===== src/ppl_pkg.sv =====
package ppl_pkg;

  localparam int NUM_PEDALS = 13;
  localparam int OCTAVES    = 5;

  // base tick rate: master_frequency in the low-rate setting, or a quarter of it in the fast setting
  localparam longint BASE_FREQ_HZ  = 500060;
  localparam int     FAST_PRESCALE = 4;

  // percussion_pulse_period and sustain debounce window, as times
  localparam longint TP_WIDTH_US = 10000;
  localparam longint DEB_TIME_US = 1000;
  localparam int     TP_TICKS    = int'((BASE_FREQ_HZ * TP_WIDTH_US) / 1000000);
  localparam int     DEB_TICKS   = int'((BASE_FREQ_HZ * DEB_TIME_US) / 1000000);

  // acceptance delay is eight half periods (four cycles) of the pedal's top tone
  localparam int DELAY_SHIFT = 3;

  // half period of the top (1') tone in base ticks, leftmost pedal first
  localparam logic [8:0] HALF_TICKS [NUM_PEDALS] = '{
    9'h1DE, 9'h1C3, 9'h1AA, 9'h192, 9'h17B, 9'h166, 9'h152,
    9'h13F, 9'h12D, 9'h11C, 9'h10C, 9'h0FD, 9'h0EF
  };

  typedef enum logic [1:0] {ST_IDLE, ST_WAIT, ST_HOLD, ST_REL} ppl_phase_type;

  typedef struct packed {
    logic [1:0]            freq_sync;
    logic [1:0]            mode_sync;
    logic [NUM_PEDALS-1:0] ped_s1;
    logic [NUM_PEDALS-1:0] ped_s2;
    logic [NUM_PEDALS-1:0] ped_prev;
    logic                  freq_prev;
    logic [1:0]            pre;
    ppl_phase_type         phase;
    logic [3:0]            sel;
    logic                  sel_valid;
    logic [3:0]            cand;
    logic [11:0]           delay;
    logic [8:0]            div;
    logic [OCTAVES-1:0]    tone;
    logic [12:0]           tp;
    logic                  ts;
    logic [9:0]            deb;
  } ppl_state_type;

  localparam ppl_state_type PPL_RESET_STATE = '0;

endpackage


===== src/ppl_pedal_latch.sv =====
`timescale 1ns/1ps
module ppl_pedal_latch
  import ppl_pkg::*;
#(
  parameter int TP_TICKS_P = TP_TICKS
) (
  // clock and reset
  input  wire logic                  CLK,
  input  wire logic                  RESETN,
  // master frequency and rate select (high: negative rail, fast master)
  input  wire logic                  MASTER_FREQUENCY,
  input  wire logic                  MODE,
  // pedal switches, active low, leftmost is index 0
  input  wire logic [NUM_PEDALS-1:0] PEDAL_N,
  // outputs: bit 0 is the 1' octave, bit 4 the 16'
  output logic      [OCTAVES-1:0]    TONE,
  output logic                       SUSTAIN_TRIGGER,
  output logic                       PERCUSSION_TRIGGER
);

  function automatic logic [8:0] half_of(input logic [3:0] idx);
    half_of = (idx < 4'(NUM_PEDALS)) ? HALF_TICKS[idx] : HALF_TICKS[0];
  endfunction

  function automatic logic [11:0] delay_of(input logic [3:0] idx);
    delay_of = 12'(half_of(idx)) << DELAY_SHIFT;
  endfunction

  function automatic logic [3:0] leftmost(input logic [NUM_PEDALS-1:0] v);
    leftmost = 4'h0;
    // scanned from the right so the lowest index found last wins
    for (int i = NUM_PEDALS - 1; i >= 0; i--) begin
      if (v[i]) begin
        leftmost = 4'(i);
      end
    end
  endfunction

  logic [1:0]    rst_sync_r;
  logic          rst_n;
  ppl_state_type st_r;
  ppl_state_type st_nxt;

  always_ff @(posedge CLK or negedge RESETN) begin
    if (!RESETN) begin
      rst_sync_r <= 2'h0;
    end else begin
      rst_sync_r <= {rst_sync_r[0], 1'b1};
    end
  end
  // reset takes hold at once but is let go in step with CLK
  assign rst_n = rst_sync_r[1];

  always_comb begin
    logic                  rise;
    logic                  tick;
    logic                  any;
    logic                  accept;
    logic [3:0]            left;
    logic [NUM_PEDALS-1:0] press;
    logic [NUM_PEDALS-1:0] lower;
    logic [NUM_PEDALS-1:0] held;
    rise   = 1'b0;
    tick   = 1'b0;
    any    = 1'b0;
    accept = 1'b0;
    left   = 4'h0;
    press  = '0;
    lower  = '0;
    held   = '0;
    st_nxt = st_r;

    // pins cross into CLK through two flops before anything reads them
    st_nxt.freq_sync = {st_r.freq_sync[0], MASTER_FREQUENCY};
    st_nxt.mode_sync = {st_r.mode_sync[0], MODE};
    st_nxt.ped_s1    = PEDAL_N;
    st_nxt.ped_s2    = st_r.ped_s1;
    st_nxt.freq_prev = st_r.freq_sync[1];
    // raw levels pass both flops untouched; polarity is flipped only after the second one
    // the zeroed stages after reset are never used: no tick can come before both have filled
    held = ~st_r.ped_s2;

    rise = st_r.freq_sync[1] & ~st_r.freq_prev;
    if (rise) begin
      st_nxt.pre = st_r.pre + 2'h1;
    end
    // fast master is prescaled so every count below scales with it
    tick = rise && (!st_r.mode_sync[1] || st_r.pre == 2'(FAST_PRESCALE - 1));
    // a tick is one CLK wide, so each counter below moves once per tick

    any   = |held;
    left  = leftmost(held);
    press = held & ~st_r.ped_prev;
    lower = NUM_PEDALS'((NUM_PEDALS'(1) << st_r.sel) - NUM_PEDALS'(1));

    if (tick) begin
      st_nxt.ped_prev = held;
      // delay stops at zero, so an expiry seen late still counts
      if (st_r.delay != 12'h0) begin
        st_nxt.delay = st_r.delay - 12'h1;
      end
      // the pulse ends on its own count; no event shortens it
      if (st_r.tp != 13'h0) begin
        st_nxt.tp = st_r.tp - 13'h1;
      end

      unique case (st_r.phase)
        ST_IDLE: begin
          // only the leftmost held pedal can become the candidate
          if (any) begin
            st_nxt.cand  = left;
            st_nxt.delay = delay_of(left);
            st_nxt.phase = ST_WAIT;
          end
        end
        ST_WAIT: begin
          // a different leftmost pedal restarts the delay with its own length
          if (!any) begin
            st_nxt.phase = ST_IDLE;
          end else if (left != st_r.cand) begin
            st_nxt.cand  = left;
            st_nxt.delay = delay_of(left);
          end else if (st_r.delay == 12'h0) begin
            accept = 1'b1;
          end
        end
        ST_HOLD: begin
          // pedals to the right are ignored while the selected one is held
          if (!held[st_r.sel]) begin
            if (any) begin
              accept = 1'b1;
            end else begin
              st_nxt.delay = delay_of(st_r.sel);
              st_nxt.phase = ST_REL;
            end
          end else if ((press & lower) != '0) begin
            accept = 1'b1;
          end
        end
        ST_REL: begin
          // release delay: only a pedal to the left can cut it short
          if (any && left < st_r.sel) begin
            accept = 1'b1;
          end else if (st_r.delay == 12'h0) begin
            st_nxt.phase = ST_IDLE;
          end
        end
      endcase

      // every acceptance path meets here, so a new pulse never starts without the phase clear
      if (accept) begin
        st_nxt.sel       = left;
        st_nxt.sel_valid = 1'b1;
        st_nxt.phase     = ST_HOLD;
        // same pedal again restarts its phase from zero
        st_nxt.div       = 9'h0;
        st_nxt.tone      = '0;
        // a pulse still running swallows the second press
        if (st_r.tp == 13'h0) begin
          st_nxt.tp = 13'(TP_TICKS_P);
        end
      end else if (st_r.sel_valid) begin
        // tone keeps running after release until a new acceptance
        if (st_r.div == half_of(st_r.sel) - 9'h1) begin
          st_nxt.div     = 9'h0;
          st_nxt.tone[0] = ~st_r.tone[0];
          if (!st_r.tone[0]) begin
            st_nxt.tone[OCTAVES-1:1] = st_r.tone[OCTAVES-1:1] + 4'h1;
          end
        end else begin
          st_nxt.div = st_r.div + 9'h1;
        end
      end

      // sustain follows the held state only after it has been stable
      // limitation: a bounce longer than the window still reaches the output
      if (any != st_r.ts) begin
        if (st_r.deb == 10'(DEB_TICKS - 1)) begin
          st_nxt.ts  = any;
          st_nxt.deb = 10'h0;
        end else begin
          st_nxt.deb = st_r.deb + 10'h1;
        end
      end else begin
        st_nxt.deb = 10'h0;
      end
    end
  end

  always_ff @(posedge CLK or negedge rst_n) begin
    if (!rst_n) begin
      st_r <= PPL_RESET_STATE;
    end else begin
      st_r <= st_nxt;
    end
  end

  assign TONE               = st_r.tone;
  assign SUSTAIN_TRIGGER    = st_r.ts;
  // decoded from a registered count, so the pulse cannot glitch
  assign PERCUSSION_TRIGGER = (st_r.tp != 13'h0);

endmodule


===== config.mk =====
export PLATFORM = sky130hd
export DESIGN_NAME = ppl_pedal_latch
export DESIGN_NICKNAME = d
export VERILOG_FILES = /design/src/ppl_pkg.sv /design/src/ppl_pedal_latch.sv
export SDC_FILE = /design/constraint.sdc
export NUM_CORES = 1
export LEC_CHECK = 0
export ABC_AREA = 1
export ABC_CLOCK_PERIOD_IN_PS = 4200
export BUFFER_PORTS_ARGS = -buffer_cell sky130_fd_sc_hd__buf_4
export CAP_MARGIN = 5
export CORE_UTILIZATION = 63
export CTS_CLUSTER_SIZE = 28
export DETAILED_ROUTE_END_ITERATION = 10
export PLACE_DENSITY = 0.89
export SKIP_CTS_REPAIR_TIMING = 1
export SLEW_MARGIN = 20
export SYNTH_ARGS = -nofsm -noshare
export SYNTH_HDL_FRONTEND = slang
export SYNTH_SLANG_ARGS = --single-unit

===== constraint.sdc =====
create_clock -name CLK -period 4.2 [get_ports CLK]
set_input_delay 0.84 -clock CLK [delete_from_list [all_inputs] [get_ports CLK]]
set_output_delay 0.84 -clock CLK [all_outputs]
set_load 0.05 [all_outputs]

==> run_results.csv <==
group,metric,value,unit
synth,netlist.area_leader.share,40.7,%
sta,max_freq,0.283,GHz
clock_tree,clock_sinks,109,
clock_tree,cts_buffers,9,
run,cap_violations,0,
critical_path,r2r_setup_slack,660,ps
critical_path,critPathBufInv,2,
critical_path,crit_end,"TONE[1]$_DFFE_PN0P_",
critical_path,worstSetupPathType,"reg -> reg",
global_route,grt_pass1_wl,24800,um
synth,synth.most_common_cell,"nand2_1",
floorplan,rows,37,
clock_tree,h-tree-depth,3,
global_route,grt_max_degree,78,
sta,worst_slew_pin_slew,945,ps
critical_path,rr_worst_depth,17,
place,numPortBuffers,23,
sta,fin_crit,3540,ps
global_route,grt_overflow,0,
synth,syn-num-nets,951,
synth,synth_top_area_cell,"dfrtp_1",
synth,ys_types,51,
critical_path,cp-end-kind,"flop",
clock_tree,root_buffer,"clkbuf_8",
detailed_routing,post_drt_wl_per_cell,13.3,um
critical_path,reg2reg_to,"TONE[1]$_DFFE_PN0P_",
floorplan,start_util,65.0,%
synth,synth_enable_flop_cells,0,
critical_path,critPathMaxFanout,10,
pwr,power,0.00288,W
outcome,status,"finished clean",
pwr,ir_drop,0.305,mV
detailed_routing,via_count,5933,
floorplan,dieArea,11100,um^2
synth,syn_area_per_cell,7.36,um^2
critical_path,arrival,3820,ps
final_layout,synthToLayoutAreaGrowth,6.83,%
final_layout,diodes,0,
critical_path,crit_family,"simple AND/OR/NAND/NOR gates",
critical_path,required,4490,ps
clock_tree,cts_tree,"yes",
detailed_routing,drc_errors,0,
pwr,leakagePower,3.56,nW
clock_tree,cts_buffer_depth,2,
min_path,min_path_type,"in -> async",
synth,synthArstFlopShare,100,%
sta,setup-tns-final,0,ps
floorplan,ios,24,
synth,synth_area_leaders,"dfrtp_1, nand2_1, nor2_1, inv_1, nand3_1",
detailed_routing,ant_nets,0,
critical_path,worstSetupPathDepth,17,
place,dp_hpwl,10700,um
final_layout,fillers,845,
critical_path,cp_common_cell,"nand2_1",
detailed_routing,drt-initial-drc-count,363,
floorplan,die_h,105,um
sta,rsz0062_at_grt,"no",
sta,finClkSkew,14.6,ps
floorplan,fp.dieW,105,um
global_route,antenna_found_initial,0,
sta,setup_viol,0,
detailed_routing,routed_wirelength,14200,um
synth,netlist_area,6710,um^2
clock_tree,cts.reportedPaths.clkPinSlew,120,ps
synth,synth_warnings,0,
global_route,grt_pass1_vias,5557,
synth,synth_seq_cells,109,
synth,synthFlopType,"dfrtp_1",
pwr,powerDensity,402,nW/um^2
final_layout,drive_gt1_share,8.70,%
critical_path,reg2reg_from,"st_r[56]$_DFFE_PN0P_",
sta,slew_viol_final,0,
critical_path,critPathLaunch,"st_r[56]$_DFFE_PN0P_",
synth,syn_inst,911,
detailed_routing,vias_per_cell,5.56,
final_layout,nets,966,
critical_path,critPathSlowestCell,"dfrtp_1",
critical_path,cpPeakStageDelay,590,ps
floorplan,core-area,10300,um^2
detailed_routing,dr.pass1.iters,5,
critical_path,critPathLaunchType,"flop",
clock_tree,clk_latency,390,ps
synth,ys_top_cells_by_count,"nand2_1, nor2_1, dfrtp_1, inv_1, nand3_1",
final_layout,final_util,69.4,%
global_route,gr-usage-all-layers,28.0,%
place,gp_congestion,0.953,
sta,hold_viol,0,
synth,synth-seq-area-share,40.7,%
sta,finalCritPeriodShare,84.2,%
sta,slew-limit-headroom,36.9,%
critical_path,cp_cell_sequence,"inv_1 > ha_1 > inv_1 > a21oi_1 > o21ai_0 > nand2_1 > ha_1 > nand2_1 > nor2_1 > nand3_1 > nand2_1 > xor2_1 > nand3_2 > o211ai_2 > nand2_2 > nand2_1 > nand2_1",
routing by layer:
layer | global-route usage [%] | part of all wire (%) | vias to the layer above
li1 | - | - | 2970
met1 | 38.0 | 47 | 2746
met2 | 45.0 | 46 | 187
met4 | 11.1 | 2.0 | 0
met3 | 4.55 | 5.4 | 30
met5 | 0 | 0 | -
metrics by stage:
step,cell area (um^2),hold WS [ps],setup WS (ps),std cells
2_1_floorplan,6710,331,939,911
3_3_place_gp,6960,331,874,1051
3_5_place_dp,6960,337,770,1051
4_1_cts,7170,198,735,1067
5_1_grt,7170,182,312,1067
6_report,7170,209,663,1067
worst min path at each step:
stage	start	to	cells after the start
finish	RESETN	rst_sync_r[0]$_DFF_PN0_	1
global route	RESETN	rst_sync_r[0]$_DFF_PN0_	1
CTS	RESETN	rst_sync_r[0]$_DFF_PN0_	1
detailed placement	st_nxt[87]$_DFF_PN0_	st_r[87]$_DFF_PN0_	0
global placement	st_nxt[104]$_DFF_PN0_	st_r[104]$_DFF_PN0_	0
floorplan	rst_sync_r[0]$_DFF_PN0_	rst_sync_r[1]$_DFF_PN0_	0
flip-flops by register name (all words and copies together) (netlist names), named ones only:
name             flops
SUSTAIN_TRIGGER      1
TONE                 5
rst_sync_r           2
st_nxt              16
st_r                84
logic make-up (layout without fill, tap and decap cells):
family          Yosys count  count (layout)  synth area share [%]
fa+ha+maj                23              23                  4.29
simple gates            496             496                  32.0
mux                       3               3                 0.653
compound gates          121             121                  10.5
flops                   109             109                  40.7
other cells               1               1                0.0559
buf+inv                 129             149                  7.91
xor+xnor                 29              29                  3.99
power breakdown:
group / total [W] / switching, W / internal [W] / leakage, nW
Clock: 0.000650 / 0.000410 / 0.000240 / 0.105
Sequential: 0.00146 / 0.000199 / 0.00126 / 1.36
Combinational: 0.000776 / 0.000473 / 0.000303 / 2.10
cells in the final DEF (no fill, tap or decap), types with 2 or more instances in the layout:
master	synthesis	routed
dfrtp_1	109	108
nand4_1	18	18
nor3_1	16	16
nor2_4	2	2
nand3_1	70	70
inv_6	0	2
a31oi_1	4	4
nand3b_1	2	2
nand2_2	6	6
nand2_1	235	235
o211ai_1	6	6
clkinv_8	0	3
o21ai_1	7	7
nor2_2	6	6
a21oi_1	20	20
o21a_1	4	4
nor2_1	125	125
clkbuf_8	0	9
xnor2_1	9	9
or2_2	5	5
a211oi_1	3	3
nand2_4	3	3
nor4_1	4	4
o21ai_0	60	60
inv_1	100	100
xor2_1	19	19
ha_1	23	23
buf_4	7	28
a22oi_1	6	6
inv_2	4	4
final cells by class:
cell class                 instances  area (um^2)  share of cell area, %
clock buffer                       9          124                   1.73
clock inverter                     7         86.3                   1.20
inverter                         105          394                   5.50
multi-input combinational        673         3450                   48.1
sequential                       109         2730                   38.1
tap                              136          170                   2.37
timing repair buffer              28          210                   2.93
No activity file was read; power rests on OpenSTA's default activity.
